File: src/hw/ppm_pkg.sv
/*
 * package of the parallel port master: field codes, reset values and
 * per-mode cycle counts.
 * assumes one clock, the peripheral bus clock, at 100 MHz.
 */
package ppm_pkg;
    // ------------------------------------------------------------
    // field encodings
    // ------------------------------------------------------------
    localparam logic [1:0] MODE_MASTER2 = 2'h2;
    localparam logic [1:0] MUX_DEMUX = 2'h0;
    localparam logic [1:0] MUX_PARTIAL = 2'h1;
    localparam logic [1:0] MUX_FULL8 = 2'h2;
    localparam logic [1:0] MUX_FULL16 = 2'h3;
    localparam logic [1:0] INC_UP = 2'h1;
    localparam logic [1:0] INC_DOWN = 2'h2;
    localparam logic [1:0] IRQ_EVERY = 2'h1;
    localparam logic [1:0] CSF_A15_A14 = 2'h0;
    localparam logic [1:0] CSF_HI_ONLY = 2'h1;
    localparam logic [1:0] CSF_BOTH = 2'h2;
    // ------------------------------------------------------------
    // address bit positions
    // ------------------------------------------------------------
    localparam int SEL_HI_BIT = 15;
    localparam int SEL_LO_BIT = 14;
    localparam int ALL_PIN = 0;
    localparam int ALH_PIN = 1;
    // ------------------------------------------------------------
    // cycles of the address phase per multiplex mode, data phase
    // ------------------------------------------------------------
    localparam logic [3:0] ADDR_CYC_DEMUX = 4'h0;
    localparam logic [3:0] ADDR_CYC_PARTIAL = 4'h3;
    localparam logic [3:0] ADDR_CYC_FULL8 = 4'h6;
    localparam logic [3:0] ADDR_CYC_FULL16 = 4'h3;
    localparam logic [3:0] DATA_CYC_READ = 4'h2;
    localparam logic [3:0] DATA_CYC_WRITE = 4'h3;
    // ------------------------------------------------------------
    // reset values
    // ------------------------------------------------------------
    localparam logic [15:0] RST_ADDR = 16'h0000;
    localparam logic [15:0] RST_DATA = 16'h0000;
endpackage

File: src/hw/ppm_req_if.sv
/*
 * request carrier between the port sequencer and its write buffer.
 * assumes both ends on the same clock.
 */
interface ppm_req_if #(parameter int WIDTH = 16);
    logic valid;
    logic ready;
    logic [WIDTH-1:0] data;
    modport src (output valid, output data, input ready);
    modport dst (input valid, input data, output ready);
endinterface

File: src/hw/ppm_fifo.sv
/*
 * synchronous fifo with valid and ready on both sides.
 * assumes one clock and a synchronous active-high reset.
 */
module ppm_fifo #(
    parameter int WIDTH = 16,
    parameter int DEPTH = 16
) (
    input wire logic mclk,
    input wire logic rst,
    input wire logic flush,
    ppm_req_if.dst in_side,
    ppm_req_if.src out_side
);
    localparam int AW = $clog2(DEPTH);

    typedef struct packed {
        logic [AW:0] wr_ptr;
        logic [AW:0] rd_ptr;
    } ppmf_state_t;

    ppmf_state_t st, next_st;
    logic [WIDTH-1:0] mem [DEPTH];
    logic full, empty, push, pop;

    // --------------------------------------------------------
    // flags and handshakes
    // --------------------------------------------------------
    assign empty = st.wr_ptr == st.rd_ptr;
    assign full = (st.wr_ptr[AW-1:0] == st.rd_ptr[AW-1:0]) &&
                  (st.wr_ptr[AW] != st.rd_ptr[AW]);
    assign in_side.ready = !full;
    assign out_side.valid = !empty;
    assign out_side.data = mem[st.rd_ptr[AW-1:0]];
    assign push = in_side.valid && !full;
    assign pop = out_side.ready && !empty;

    // pointer update
    always_comb begin
        next_st = st;
        if (push) begin
            next_st.wr_ptr = st.wr_ptr + 1'b1;
        end
        if (pop) begin
            next_st.rd_ptr = st.rd_ptr + 1'b1;
        end
        if (flush) begin
            next_st = '0;
        end
    end

    always_ff @(posedge mclk) begin
        if (rst) begin
            st <= '0;
        end else begin
            st <= next_st;
        end
    end

    // storage
    always_ff @(posedge mclk) begin
        if (push) begin
            mem[st.wr_ptr[AW-1:0]] <= in_side.data;
        end
    end
endmodule

File: src/hw/ppm_master.sv
/*
 * parallel port master: bus reads and writes on an external device,
 * started by data register reads and writes.
 * assumes configuration held still while the port is on.
 */
// Behaviour
// - both selects: a15/a14 pick device, 11 invalid
// - two selects give two 16K devices
// - upper select alone, a14 address: 32K
// - busy drops one cycle before operation end
// - base cycles read/write: 2/3,5/6,8/9,5/6
// - mode field 10 selects separate strobes
// - wide data bit one gives 16 bits
// - mux 01 partial; increment 01 steps up
// - irq mode 01 raises request per operation
// - strobes driven only when enabled
// - select function 10 uses both; polarity
// - begin/end wait 00 gives one cycle
// - middle wait stretches strobe, 01 one extra
// - address enable bits pick pins, others gpio
// - clearing on stops and resets the port
// - data read returns latched value, starts read
// - data write drives selects, address, data, strobe
// - busy set all operation cycles but last
// - requests while busy are ignored
// - address steps after operation completes
// - multiplexed: address on data, latch strobes
// - full mux forces selected bits to zero
module ppm_master #(
    parameter int FIFO_DEPTH = 16
) (
    input wire logic mclk,
    input wire logic rst,
    input wire logic port_on,
    input wire logic [1:0] mode_field,
    input wire logic wide_data_bit,
    input wire logic [1:0] multiplex_field,
    input wire logic [1:0] increment_field,
    input wire logic [1:0] irq_mode_field,
    input wire logic read_strobe_enable,
    input wire logic write_strobe_enable,
    input wire logic [1:0] select_function_field,
    input wire logic read_polarity_bit,
    input wire logic write_polarity_bit,
    input wire logic select_hi_polarity_bit,
    input wire logic select_lo_polarity_bit,
    input wire logic latch_polarity_bit,
    input wire logic [1:0] begin_wait_field,
    input wire logic [3:0] middle_wait_field,
    input wire logic [1:0] end_wait_field,
    input wire logic [15:0] address_enable_register,
    input wire logic addr_write,
    input wire logic [15:0] addr_wdata,
    input wire logic data_write,
    input wire logic [15:0] data_wdata,
    input wire logic data_read,
    output logic [15:0] data_rdata,
    output logic [15:0] address_register,
    output logic busy,
    output logic data_write_ready,
    output logic port_irq,
    output logic [15:0] address_pins,
    output logic [15:0] address_pins_oe,
    output logic [15:0] data_pins_out,
    output logic [15:0] data_pins_oe,
    input wire logic [15:0] data_pins_in,
    output logic read_strobe,
    output logic read_strobe_oe,
    output logic write_strobe,
    output logic write_strobe_oe
);
    // ------------------------------------------------------------
    // types and state
    // ------------------------------------------------------------
    typedef enum logic [2:0] {
        PPM_IDLE, PPM_ADDR, PPM_BEGIN, PPM_MID, PPM_END
    } ppm_phase_t;

    typedef struct packed {
        ppm_phase_t phase;
        logic is_read;
        logic [3:0] cnt;
        logic [15:0] addr;
        logic [15:0] wdata;
        logic [15:0] rdata;
        logic irq;
    } ppm_state_t;

    ppm_state_t st, next_st;
    ppm_req_if #(.WIDTH(16)) wq_in ();
    ppm_req_if #(.WIDTH(16)) wq_out ();
    logic start_rd, start_wr, act, flush;
    logic [3:0] addr_len, mid_len, begin_len, end_len;
    logic [1:0] cs_active;
    logic [15:0] bus_addr;

    // cycles of address phase for a multiplex mode
    function automatic logic [3:0] addr_cycles(input logic [1:0] mux);
        case (mux)
            ppm_pkg::MUX_PARTIAL: addr_cycles = ppm_pkg::ADDR_CYC_PARTIAL;
            ppm_pkg::MUX_FULL8: addr_cycles = ppm_pkg::ADDR_CYC_FULL8;
            ppm_pkg::MUX_FULL16: addr_cycles = ppm_pkg::ADDR_CYC_FULL16;
            default: addr_cycles = ppm_pkg::ADDR_CYC_DEMUX;
        endcase
    endfunction

    // ------------------------------------------------------------
    // write buffer between software writes and the bus
    // ------------------------------------------------------------
    assign flush = !port_on;
    assign wq_in.valid = data_write && port_on && !busy;
    assign wq_in.data = data_wdata;
    assign data_write_ready = wq_in.ready;
    assign wq_out.ready = (st.phase == PPM_IDLE) && !start_rd;

    ppm_fifo #(.WIDTH(16), .DEPTH(FIFO_DEPTH)) u_wq (
        .mclk(mclk),
        .rst(rst),
        .flush(flush),
        .in_side(wq_in),
        .out_side(wq_out)
    );

    // ------------------------------------------------------------
    // request decode and timing figures
    // ------------------------------------------------------------
    // reads start only when idle, so back-to-back ones are dropped
    assign start_rd = data_read && port_on && !busy &&
                      (st.phase == PPM_IDLE);
    assign start_wr = wq_out.valid && wq_out.ready;
    assign addr_len = addr_cycles(multiplex_field);
    // base data phase: two reads, three writes; waits add on top
    assign begin_len = 4'h1 + {2'h0, begin_wait_field};
    assign mid_len = middle_wait_field + 4'h1;
    assign end_len = {2'h0, end_wait_field} +
                     (st.is_read ? 4'h0 : 4'h1);
    assign act = st.phase != PPM_IDLE;

    // busy covers all but the last cycle of the operation
    assign busy = act && !(st.phase == PPM_END && st.cnt == 4'h0);

    // sequencer
    always_comb begin
        next_st = st;
        next_st.irq = 1'b0;
        case (st.phase)
            PPM_IDLE: begin
                if (start_rd || start_wr) begin
                    next_st.is_read = start_rd;
                    next_st.wdata = wq_out.data;
                    if (addr_len != 4'h0) begin
                        next_st.phase = PPM_ADDR;
                        next_st.cnt = addr_len - 4'h1;
                    end else begin
                        next_st.phase = PPM_BEGIN;
                        next_st.cnt = begin_len - 4'h1;
                    end
                end
            end
            PPM_ADDR: begin
                next_st.cnt = st.cnt - 4'h1;
                if (st.cnt == 4'h0) begin
                    next_st.phase = PPM_BEGIN;
                    next_st.cnt = begin_len - 4'h1;
                end
            end
            PPM_BEGIN: begin
                // data setup
                next_st.cnt = st.cnt - 4'h1;
                if (st.cnt == 4'h0) begin
                    next_st.phase = PPM_MID;
                    next_st.cnt = mid_len - 4'h1;
                end
            end
            PPM_MID: begin
                next_st.cnt = st.cnt - 4'h1;
                if (st.cnt == 4'h0) begin
                    if (st.is_read) begin
                        next_st.rdata = wide_data_bit ? data_pins_in :
                            {8'h00, data_pins_in[7:0]};
                    end
                    next_st.phase = PPM_END;
                    next_st.cnt = end_len;
                end
            end
            PPM_END: begin
                next_st.cnt = st.cnt - 4'h1;
                if (st.cnt == 4'h0) begin
                    next_st.phase = PPM_IDLE;
                    next_st.irq = irq_mode_field == ppm_pkg::IRQ_EVERY;
                    // step after the operation has completed
                    if (increment_field == ppm_pkg::INC_UP) begin
                        next_st.addr = st.addr + 16'h0001;
                    end else if (increment_field == ppm_pkg::INC_DOWN) begin
                        next_st.addr = st.addr - 16'h0001;
                    end
                    // chip-select bits do not take part in stepping
                    if (select_function_field == ppm_pkg::CSF_BOTH) begin
                        next_st.addr[15:14] = st.addr[15:14];
                    end else if (select_function_field ==
                                 ppm_pkg::CSF_HI_ONLY) begin
                        next_st.addr[15] = st.addr[15];
                    end
                end
            end
            default: begin
                next_st.phase = PPM_IDLE;
            end
        endcase
        if (addr_write && port_on && !busy) begin
            next_st.addr = addr_wdata;
        end
        if (!port_on) begin
            next_st.phase = PPM_IDLE;
            next_st.cnt = 4'h0;
            next_st.irq = 1'b0;
        end
    end

    always_ff @(posedge mclk) begin
        if (rst) begin
            st <= '{phase: PPM_IDLE, is_read: 1'b0, cnt: 4'h0,
                    addr: ppm_pkg::RST_ADDR, wdata: ppm_pkg::RST_DATA,
                    rdata: ppm_pkg::RST_DATA, irq: 1'b0};
        end else begin
            st <= next_st;
        end
    end

    // ------------------------------------------------------------
    // chip-select decode
    // ------------------------------------------------------------
    // select lines held over every phase of the operation
    always_comb begin
        cs_active = 2'b00;
        bus_addr = st.addr;
        if (select_function_field == ppm_pkg::CSF_BOTH) begin
            // 01 device one, 10 device two, 11 invalid: none
            cs_active[0] = st.addr[ppm_pkg::SEL_LO_BIT] &&
                           !st.addr[ppm_pkg::SEL_HI_BIT];
            cs_active[1] = st.addr[ppm_pkg::SEL_HI_BIT] &&
                           !st.addr[ppm_pkg::SEL_LO_BIT];
            bus_addr[15:14] = 2'b00;
        end else if (select_function_field == ppm_pkg::CSF_HI_ONLY) begin
            cs_active[1] = st.addr[ppm_pkg::SEL_HI_BIT];
            bus_addr[15] = 1'b0;
        end
        cs_active = act ? cs_active : 2'b00;
    end

    // ------------------------------------------------------------
    // pins
    // ------------------------------------------------------------
    // address, latch strobes, selects; address phase and write data phase drive data pins
    always_comb begin
        address_pins = st.addr;
        address_pins_oe = address_enable_register;
        data_pins_out = st.wdata;
        data_pins_oe = 16'h0000;
        if (multiplex_field != ppm_pkg::MUX_DEMUX) begin
            address_pins[ppm_pkg::ALL_PIN] = latch_polarity_bit ^
                !(st.phase == PPM_ADDR);
            address_pins_oe[ppm_pkg::ALL_PIN] = 1'b1;
            if (multiplex_field != ppm_pkg::MUX_PARTIAL) begin
                address_pins[ppm_pkg::ALH_PIN] = latch_polarity_bit ^
                    !(st.phase == PPM_ADDR);
                address_pins_oe[ppm_pkg::ALH_PIN] = 1'b1;
            end
        end
        if (st.phase == PPM_ADDR) begin
            data_pins_oe = (multiplex_field == ppm_pkg::MUX_FULL16) ?
                16'hFFFF : 16'h00FF;
            data_pins_out = (multiplex_field == ppm_pkg::MUX_FULL8 &&
                st.cnt < 4'h3) ? {8'h00, bus_addr[15:8]} : bus_addr;
        end else if (act && !st.is_read) begin
            data_pins_oe = wide_data_bit ? 16'hFFFF : 16'h00FF;
        end
        // selects replace the top address lines, forced on
        if (select_function_field == ppm_pkg::CSF_BOTH) begin
            address_pins[ppm_pkg::SEL_LO_BIT] =
                select_lo_polarity_bit ^ !cs_active[0];
            address_pins_oe[ppm_pkg::SEL_LO_BIT] = 1'b1;
        end
        if (select_function_field != ppm_pkg::CSF_A15_A14) begin
            address_pins[ppm_pkg::SEL_HI_BIT] =
                select_hi_polarity_bit ^ !cs_active[1];
            address_pins_oe[ppm_pkg::SEL_HI_BIT] = 1'b1;
        end
    end

    // strobes: only master mode two, only when enabled
    always_comb begin
        read_strobe = read_polarity_bit ^ !(st.is_read &&
            st.phase == PPM_MID);
        write_strobe = write_polarity_bit ^ !(!st.is_read &&
            st.phase == PPM_MID);
        read_strobe_oe = port_on && read_strobe_enable &&
            mode_field == ppm_pkg::MODE_MASTER2;
        write_strobe_oe = port_on && write_strobe_enable &&
            mode_field == ppm_pkg::MODE_MASTER2;
    end

    // latched read value, previous bus read
    assign data_rdata = st.rdata;
    assign address_register = st.addr;
    assign port_irq = st.irq;
endmodule

File: config.mk
export PLATFORM = sky130hd
export DESIGN_NAME = ppm_master
export DESIGN_NICKNAME = d
export VERILOG_FILES = /design/src/hw/ppm_pkg.sv /design/src/hw/ppm_req_if.sv /design/src/hw/ppm_fifo.sv /design/src/hw/ppm_master.sv
export SDC_FILE = /design/constraint.sdc
export NUM_CORES = 1
export LEC_CHECK = 0
export BUFFER_PORTS_ARGS = -buffer_cell sky130_fd_sc_hd__clkbuf_2
export CAP_MARGIN = 5
export CORE_MARGIN = 2
export CORE_UTILIZATION = 50
export CTS_CLUSTER_SIZE = 16
export DETAILED_ROUTE_END_ITERATION = 6
export PLACE_DENSITY = 0.71
export SLEW_MARGIN = 25
export SYNTH_ARGS = -nofsm -noshare
export SYNTH_HDL_FRONTEND = slang
export SYNTH_SLANG_ARGS = --single-unit
export TNS_END_PERCENT = 10
File: constraint.sdc
create_clock -name mclk -period 4.35 [get_ports mclk]
set_clock_uncertainty 0.15 [all_clocks]
set_input_delay 0 -clock mclk [delete_from_list [all_inputs] [get_ports mclk]]
set_output_delay 0 -clock mclk [all_outputs]
set_load 0.03 [all_outputs]
Word level (Yosys, flattened, before mapping). Memory sizes are Yosys's and may differ from the RTL's. A register that Yosys moved wholly into a read port is not among the register bits. Cells that the tools add are included.

Add/sub/neg operators: 11. $lt $le $gt $ge: 1. Eq/ne operators: 24. Mux-type cells: 46. Bitwise logic cells: 8. Reduce and logical (&&, ||, !) cells: 57.

Operator list (count): $mux 16 (12); $logic_and 1x1->1 (23); $pmux 4 s5 (1); $mux 1 (18); $add 16x1->16 const B (1); $mux 4 (4); $sub 16x1->16 const B (1); $pmux 3 s5 (1); $logic_not 1->1 (13); $mux 3 (4); $sub 4x1->4 const B (3); $add 5x1->5 const B (2); $eq 2x2->1 const B (5); $reduce_and 5->1 (2); $eq 2x1->1 const B (4); $mux 2 (4); $mux 8 (1); $ne 2x1->1 const B (4); $ne 2x2->1 const B (4); $reduce_bool 2->1 (4); $eq 3x2->1 const B (2); $pmux 3 s2 (1); $reduce_and 3->1 (2); $reduce_bool 3->1 (2); 21 further kinds (29).

Register bits: 51. Memory bits (writable): 256. Input bits: 96. Logic and storage cells: 158. Memories: 1.

Memory list: u_wq.mem (words 16, width 16, rd ports 1, clocked after Yosys merged registers in 1, wr ports 1, RTL line ppm_fifo.sv:23) `logic [WIDTH-1:0] mem [DEPTH];`.

Longest topological paths before layout. Gate-level depths: netlist (run 1).

Depth after elaboration: 13. Depth in mapped cells: 10.

Hierarchy. A second synthesis (run 1) with hierarchy kept.

Cells, all modules: 1057. Area, all modules: 14941.8 um^2.

Modules (own cells, without submodules): ppm_fifo (instances 1, cells an instance 460, area each 10642.7 um^2, sequential area each 7967.6 um^2); ppm_master (instances 1, cells an instance 597, area each 4299.1 um^2, sequential area each 1141.1 um^2).

Least setup slack after synthesis (run 1). Ideal clock, no wire load.

Kind: reg-to-output. From: reg st[55] (netlist bit). To: out data_pins_oe[10]. Data arrival time: 3.506 ns. Path slack: 0.694 ns. Stages on the path, launching flop included: 8. Path through: dfxtp_1 clkbuf_1 or2_2 buf_2 nor2_1 o21ai_0 a21boi_0 buf_4.

Cells in the longest elaborated chain, start to end: 4. Elaborated cells between the ends (all ways): 5.

RTL lines: start, declared (RTL line ppm_master.sv:89) `ppm_state_t st, next_st;`; start signal, assigned (RTL line ppm_master.sv:222) `st <= '{phase: PPM_IDLE, is_read: 1'b0, cnt: 4'h0,`; start signal, assigned (RTL line ppm_master.sv:226) `st <= next_st;`; $reduce_bool 3->1 (RTL line ppm_master.sv:137) `assign act = st.phase != PPM_IDLE;`; $logic_and 1x1->1 (RTL line ppm_master.sv:275) `end else if (act && !st.is_read) begin`; $mux 16 (RTL line ppm_master.sv:275); $mux 16 (*) (RTL line ppm_master.sv:270) `if (st.phase == PPM_ADDR) begin`; end, declared (RTL line ppm_master.sv:65) `output logic [15:0] data_pins_oe,`.

Every way passes the cells marked *; elsewhere a longest branch is shown, timed or not.

Worst setup path after layout (run 1).
From: reg st[54] (netlist bit). To: out data_pins_oe[13].

Same word-level chain as after synthesis.

==> flow_summary.ini, run 1 <==
[timing]
min_period_ns = 3.67
finalCritPeriodShare = 0.843
setup_viol = 0
fmax_mhz = 273
tightest_slew_ns = 0.873
fin_tns_setup_ns = 0
final_max_slew_viol_count = 0
hold_violations = 0
rsz0062_at_grt = no
relSlewSlack = 0.416
hold_slack_ns = 0.0301

[floorplanning]
die_width_um = 176
io_pins = 199
core_mm2 = 0.0294
dieHeight_um = 176
initial_core_util = 0.504
dieArea_mm2 = 0.0310
num_rows = 63

[global_route]
grt_max_degree = 53
grt_overflow = 0
grt_usage = 0.233
antenna_found_initial = 1
grt_pass1_wl_um = 54900
first_global_vias = 9526

[final_layout]
final_cell_mix = edfxtp_1, clkbuf_2, nand2_1
layout_commonest_cell = edfxtp_1
synthToLayoutAreaGrowth_pct = 20.2
utilization = 0.606
nets = 1390
fillers = 2254
drive_above_1_share = 0.277

[placed_design]
dp_hpwl_um = 22400
place.gp.congestion = 0.882
portBuffers = 174

[synth]
async_flop_share = 0
synth-seq-cells = 323
yosysWarnings = 0
synthesis.area_mm2 = 0.0148
synth_area_per_cell_um2 = 14.2
yosysSeqAreaShare = 0.610
syn_inst = 1044
synth-main-ff-cell = edfxtp_1
ys_types = 72
syn_nets = 1168
synth-edff-count = 256

[cts]
htree_levels = 2
cts_tree = built
post-cts-setup-buffer-count = 0
cts.sinks = 323
clock_tree.root_cell = clkbuf_16
clockBufferDepth = 3
cts_buffers = 35
cts.clk_slew.worst_paths_ns = 0.06
clock_latency_ns = 0.52

[run]
maxCapViolations = 0

[min_path]
min_to = st[54]$_SDFFE_PP0P_
hp-start = multiplex_field[1]
hold_path.class = in -> reg
holdPathStages = 4

[detailed_routing]
post-route-drc-count = 0
wl_met3_um = 2430
top_layer = met4
drtAntennaViolNets = 0
drtPass1Iterations = 5
wirelength_um = 36300
vias = 9615
wl_met2_um = 18100
vias_per_cell = 5.71
wl_per_cell_um = 21.6
drt_first_iter_violations = 858
wl_met1_um = 14900

[power_and_ir_drop]
ir_drop_uv = 353
powerDensity_mw_per_mm2 = 399
leakage_nw = 6.34

[setup_path]
required_ns = 4.20
worstPathMaxFanout = 20
end_kind = primary output
crit_type = reg -> out
r2r-end = data_rdata[14]$_SDFFE_PP0P_
r2r_setup_slack_ns = 0.78
worstPathArrival_ns = 3.52
start_kind = flop
reg2reg_from = st[54]$_SDFFE_PP0P_
r2r_cells = 7

[outcome]
outcome = finished, final reports clean
==> cells by family (layout without fill, tap and decap cells) <==
family	count (synthesis)	count (layout)	synth area share
flops	323	323	0.610
simple gates	254	254	0.0797
compound gates	170	170	0.0731
buf+inv	141	389	0.0622
mux	95	95	0.132
xor+xnor	33	33	0.0195
fa+ha+maj	28	28	0.0242
other cells	0	1	0
==> cell usage after synthesis, types with 3 or more instances <==
cell / count / area [um2]
edfxtp_1: 256 / 7690
nand2_1: 125 / 469
mux4_2: 80 / 1800
buf_4: 77 / 578
dfxtp_1: 67 / 1340
a21oi_1: 60 / 300
nor2_1: 51 / 191
o21ai_0: 38 / 190
ha_1: 27 / 338
clkbuf_1: 18 / 67.6
buf_2: 17 / 85.1
inv_1: 17 / 63.8
xor2_1: 17 / 149
xnor2_1: 16 / 140
a211oi_1: 14 / 105
mux2i_1: 14 / 140
nand3_1: 14 / 70.1
nor3_1: 13 / 65.1
nand4_1: 8 / 50.1
nand2b_1: 7 / 43.8
a21o_1: 6 / 45.0
buf_6: 6 / 67.6
o21a_1: 6 / 45.0
a22oi_1: 5 / 37.5
a31oi_1: 5 / 31.3
o211ai_1: 4 / 30.0
or3_1: 4 / 25.0
a2111oi_0: 3 / 26.3
a311oi_1: 3 / 26.3
clkbuf_8: 3 / 41.3
nor2b_1: 3 / 18.8
nor4b_1: 3 / 26.3
==> area by class of cell <==
type / count / area [um2] / share of cell area
clock buffer: 42 / 906 / 0.0509
clock inverter: 21 / 218 / 0.0122
inverter: 17 / 63.8 / 0.00358
multi-input combinational: 580 / 4920 / 0.276
timing repair buffer: 309 / 2170 / 0.122
antenna: 1 / 2.50 / 0.000141
sequential: 323 / 9030 / 0.507
tap: 390 / 488 / 0.0274
==> what timing repair did <==
item                       4_1_cts  5_1_grt
gates resized for setup          0        0
hold buffers                   111        0
setup endpoints to repair        0        0
hold endpoints to repair       328        0
==> layer usage <==
layer | vias to the layer above | global-route usage
met2 | 442 | 0.394
met5 | - | 0
met3 | 53 | 0.0360
met1 | 4775 | 0.313
met4 | 0 | 0.0761
li1 | 4345 | -
==> critical path, cell delays in order (launching register included) <==
cell and delay, ns:
dfxtp_1 0.76, or2_2 0.30, nor2_1 0.11, o21ai_0 0.73
a21boi_0 0.77, clkbuf_2 0.34
==> worst max path at each step <==
| stage | startpoint | endpoint | slack [ns] | depth (start not counted) |
|---|---|---|---|---|
| 2_1_floorplan | st[55]$_SDFFE_PP0P_ | data_pins_oe[10] | 0.69 | 7 |
| 3_3_place_gp | increment_field[1] | address_register[15]$_SDFFE_PP0P_ | 1.32 | 11 |
| 3_5_place_dp | increment_field[1] | address_register[15]$_SDFFE_PP0P_ | 1.21 | 11 |
| 4_1_cts | st[54]$_SDFFE_PP0P_ | data_rdata[8]$_SDFFE_PP0P_ | 0.64 | 7 |
| 5_1_grt | st[54]$_SDFFE_PP0P_ | data_pins_oe[8] | 0.37 | 5 |
| 6_report | st[54]$_SDFFE_PP0P_ | data_pins_oe[13] | 0.68 | 5 |
==> stage by stage <==
step	worst slack, ns	cell area, um2	power [W]	std cells
detailed placement	1.21	15500	0.00420	1507
CTS	0.640	17800	0.00716	1681
floorplan	0.694	14800	0.00404	1044
global route	0.373	17800	0.00735	1683
global placement	1.32	15500	0.00419	1507
finish	0.683	17800	0.00711	1683
==> power breakdown <==
group          internal [W]  leakage [nW]  total [W]  switching (W)
clock               0.00168         0.537    0.00288        0.00120
combinational      0.000310          2.95   0.000806       0.000496
sequential          0.00337          2.85    0.00342      0.0000530
total               0.00536          6.34    0.00711        0.00175
==> sequential cells by signal, indices dropped and copies added, names as in the netlist <==
register          cells
st                   24
u_wq.mem            256
address_register     16
u_wq.st              10
port_irq              1
data_rdata           16
Note: power is estimated with default switching activity, not from simulation.
==> run 2, diff against run 1 <==
Clock period 4.35 ns to 3.4 ns, I/O delays scaled along.
==> flow_summary.ini, run 2 (synthesis results as in run 1) <==
[cts]
post-cts-setup-buffer-count = 0
cts.clk_slew.worst_paths_ns = 0.06
htree_levels = 2
clockBufferDepth = 3
cts_tree = built
cts.sinks = 323
clock_latency_ns = 0.53
cts_buffers = 35
clock_tree.root_cell = clkbuf_16

[floorplanning]
core_mm2 = 0.0294
io_pins = 199
initial_core_util = 0.504
num_rows = 63
die_width_um = 176
dieHeight_um = 176
dieArea_mm2 = 0.0310

[power_and_ir_drop]
powerDensity_mw_per_mm2 = 515
leakage_nw = 6.37
ir_drop_uv = 605

[detailed_routing]
vias_per_cell = 5.68
post-route-drc-count = 0
drt_first_iter_violations = 986
drtPass1Iterations = 5
drtAntennaViolNets = 0
wirelength_um = 37000
vias = 9587
wl_per_cell_um = 21.9

[min_path]
hold_path.class = in -> reg

[timing]
hold_violations = 0
tightest_slew_ns = 0.981
setup_ws_ns = 0.238
relSlewSlack = 0.346
final_max_slew_viol_count = 0
fmax_mhz = 316
finalCritPeriodShare = 0.930
rsz0062_at_grt = no
min_period_ns = 3.16
setup_viol = 0

[final_layout]
largest_reg_flops = 256
fillers = 2221
multi_input_area_mm2 = 0.00493
final_cell_mix = edfxtp_1, clkbuf_2, nand2_1
layout.cells.non_filler = 1689
layout_commonest_cell = edfxtp_1
drive_above_1_share = 0.300
nets = 1395
synthToLayoutAreaGrowth_pct = 20.5
regArea_mm2 = 0.00903

[run]
maxCapViolations = 0

[setup_path]
crit_path_frequent_cell = dlygate4sd3_1
cp_slowest_stage_delay_ns = 0.58
required_ns = 3.71
worstPathArrival_ns = 3.48
crit_type = reg -> reg
worstPathMaxFanout = 16
start_kind = flop
end_kind = flop
cp_cell_sequence = inv_1 > ha_1 > or3b_1 > nor2_1 > buf_4 > nand3_1 > dlygate4sd3_1 > a21oi_1 > dlygate4sd3_1
crit_slowest_cell = dlygate4sd3_1

[global_route]
first_global_vias = 9478
grt_pass1_wl_um = 55800
grt_overflow = 0
grt_max_degree = 68
grt_usage = 0.238
antenna_found_initial = 1

[placed_design]
place_ws_ns = 0.294
placed_cells = 1526
place.gp.congestion = 0.929
portBuffers = 174
dp_hpwl_um = 23100

[outcome]
outcome = finished, final reports clean
-- run 2: cell count changes in the layout (fill, tap and decap cells not counted), sizes merged --
| cell | before | now |
|---|---|---|
| inv | 18 | 24 |
| dlygate4sd3 | 111 | 98 |
| clkinvlp | 3 | 5 |
| buf | 24 | 42 |
| clkinv | 14 | 9 |
| clkbuf | 216 | 214 |
-- run 2: critical path, delay by kind of cell (launching register included) --
kind,cells,cell delay (ns)
buffers and inverters,4,1.50
and+or+nand+nor,3,0.78
AOI/OAI and AO/OA,1,0.15
DFF,1,0.36
adders and majority gates,1,0.16
-- run 2: cell type report --
type / instances / share of cell area
Sequential cell: 323 / 0.506
Clock buffer: 40 / 0.0501
Multi-Input combinational cell: 580 / 0.276
Clock inverter: 24 / 0.0141
Antenna cell: 1 / 0.000140
Inverter: 17 / 0.00357
Tap cell: 390 / 0.0273
Timing Repair Buffer: 314 / 0.123
-- run 2: report_power, final --
group          total [W]  leakage (nW)  internal, W  switching, W
Combinational    0.00104          2.97     0.000392      0.000645
Clock            0.00379         0.550      0.00217       0.00162
Sequential       0.00437          2.85      0.00431     0.0000588
Total            0.00919          6.37      0.00687       0.00232
-- run 2: through the flow --
stage                     setup TNS, ns  total power, W  cell area, um2   util  hold slack (ns)
after floorplan                   -4.00         0.00517           14800      -          -0.0741
after global placement                0         0.00538           15700  0.535           -0.150
after detailed placement              0         0.00539           15700  0.535           -0.150
after CTS                             0         0.00926           17800  0.607          0.00491
after global routing                  0         0.00949           17900  0.607           0.0626
final                                 0         0.00919           17900  0.607           0.0251
-- run 2: routing by layer --
metal  vias to the layer above  GRT usage  routed length, um
met4                         0     0.0692                900
met5                         -          0                  0
met2                       426      0.403              18300
met1                      4730      0.321              15300
met3                        69     0.0383               2520
li1                       4362          -                  -
-- run 2: repair_timing --
| item | in CTS | in global routing |
|---|---|---|
| hold endpoints to repair | 312 | 0 |
| resized for setup | 0 | 0 |
| hold buffers | 98 | 0 |
-- run 2: final timing paths --
path / startpoint / end / slack, ns / cells past startpoint
worst max-delay path: st[49]$_SDFFE_PP0P_ / data_rdata[11]$_SDFFE_PP0P_ / 0.24 / 9
worst max register to register: st[49]$_SDFFE_PP0P_ / data_rdata[11]$_SDFFE_PP0P_ / 0.24 / 9
worst min register to register: st[29]$_SDFFE_PP0P_ / st[29]$_SDFFE_PP0P_ / 0.31 / 2
worst min-delay path: multiplex_field[1] / st[49]$_SDFFE_PP0P_ / 0.03 / 5
==> run 3, diff against run 2 <==
Settings changed: RECOVER_POWER from default to 25.
==> flow_summary.ini, run 3 (synthesis results as in run 1) <==
[setup_path]
start_kind = flop
critPathBufInv = 4
worstPathMaxFanout = 16
crit_slowest_cell = dlygate4sd3_1
cp_top_family = buffers and inverters
crit_type = reg -> reg
cp_cell_sequence = inv_1 > ha_1 > or3b_1 > nor2_1 > buf_4 > nand3_1 > dlygate4sd3_1 > a21oi_1 > dlygate4sd3_1
crit_path_frequent_cell = dlygate4sd3_1
required_ns = 3.71
worstPathArrival_ns = 3.48
end_kind = flop
cp_slowest_stage_delay_ns = 0.58

[cts]
cts_resized = 0
clock_latency_ns = 0.53
htree_levels = 2
clockBufferDepth = 3
cts_buffers = 35
cts.clk_slew.worst_paths_ns = 0.06
cts_tree = built
cts.sinks = 323
clock_tree.root_cell = clkbuf_16

[placed_design]
place_ws_ns = 0.294
dpl-instance-area_mm2 = 0.0157
dp_hpwl_um = 23100
portBuffers = 174
place.gp.congestion = 0.929

[detailed_routing]
drtAntennaViolNets = 0
wl_per_cell_um = 21.9
vias_per_cell = 5.68
drtPass1Iterations = 5
vias = 9597
post-route-drc-count = 0
drt_first_iter_violations = 991
wirelength_um = 36900

[timing]
rsz0062_at_grt = no
tightest_slew_ns = 0.981
fmax_mhz = 316
setup_ws_ns = 0.237
setup_viol = 0
min_period_ns = 3.16
final_max_slew_viol_count = 0
hold_slack_ns = 0.0212
hold_violations = 0
relSlewSlack = 0.346
finalCritPeriodShare = 0.930

[power_and_ir_drop]
powerDensity_mw_per_mm2 = 515
leakage_nw = 6.33
ir_drop_uv = 608

[global_route]
grt_usage = 0.238
grt_max_degree = 68
grt_pass1_wl_um = 55800
grt_overflow = 0
antenna_found_initial = 1
first_global_vias = 9478

[floorplanning]
initial_core_util = 0.504
io_pins = 199
num_rows = 63
dieHeight_um = 176
die_width_um = 176
core_mm2 = 0.0294
dieArea_mm2 = 0.0310

[run]
maxCapViolations = 0

[final_layout]
finalInstanceArea_mm2 = 0.0178
largest_reg_flops = 256
synthToLayoutAreaGrowth_pct = 20.4
nets = 1395
drive_above_1_share = 0.290
fillers = 2230
final_cell_mix = edfxtp_1, clkbuf_2, nand2_1
layout_commonest_cell = edfxtp_1

[outcome]
outcome = finished, final reports clean

[min_path]
hold_path.class = in -> reg
==> run 3: cell count changes in the layout (fill, tap and decap cells not counted) <==
cell      before  now
clkbuf_1       5   17
clkbuf_2     174  162
==> run 3: path summary, 6_finish.rpt <==
path                       startpoint                     endpoint  slack [ns]  cells after the start
setup / recovery  st[49]$_SDFFE_PP0P_  data_rdata[11]$_SDFFE_PP0P_        0.24                      9
hold / removal     multiplex_field[1]          st[49]$_SDFFE_PP0P_        0.02                      5
setup reg to reg  st[49]$_SDFFE_PP0P_  data_rdata[11]$_SDFFE_PP0P_        0.24                      9
hold reg to reg   st[29]$_SDFFE_PP0P_          st[29]$_SDFFE_PP0P_        0.31                      2
==> run 3: what timing repair did <==
item,CTS,global route
endpoints found under the hold margin,312,0
setup buffers,0,0
hold buffers,98,0
==> run 3: area by class of cell <==
cell class | instances | area [um2] | area share
diodes | 1 | 2.50 | 0.000140
clock buffers | 40 | 895 | 0.0502
clock inverters | 24 | 251 | 0.0141
inverters | 17 | 63.8 | 0.00358
multi-input cells | 580 | 4930 | 0.276
flip-flops and latches | 323 | 9030 | 0.506
well taps | 390 | 488 | 0.0274
repair buffers | 314 | 2180 | 0.122
==> run 3: per-layer routing <==
layer	GRT usage	wire, um	up-vias
met2	0.403	18300	437
met4	0.0692	845	0
met5	0	0	-
met3	0.0383	2590	61
met1	0.321	15200	4733
li1	-	-	4366
==> run 3: stage by stage <==
stage	cells	util	TNS, ns	power (W)
2_1_floorplan	1044	-	-4.00	0.00517
3_3_place_gp	1526	0.535	0	0.00538
3_5_place_dp	1526	0.535	0	0.00539
4_1_cts	1688	0.607	0	0.00926
5_1_grt	1689	0.607	0	0.00949
6_report	1689	0.607	0	0.00919
==> run 3: worst register-to-register path: stages, from the launching register on <==
cell and delay (ns):
dfxtp_1 0.36, inv_1 0.13, ha_1 0.16, or3b_1 0.51, nor2_1 0.16, buf_4 0.23, nand3_1 0.11, dlygate4sd3_1 0.58
a21oi_1 0.15, dlygate4sd3_1 0.56
==> run 3: power breakdown <==
part           switching [W]  total [W]  internal [W]  leakage [nW]
Clock                0.00162    0.00379       0.00217         0.550
Sequential         0.0000587    0.00437       0.00431          2.85
Combinational       0.000645    0.00103      0.000390          2.93
Total                0.00232    0.00919       0.00687          6.33
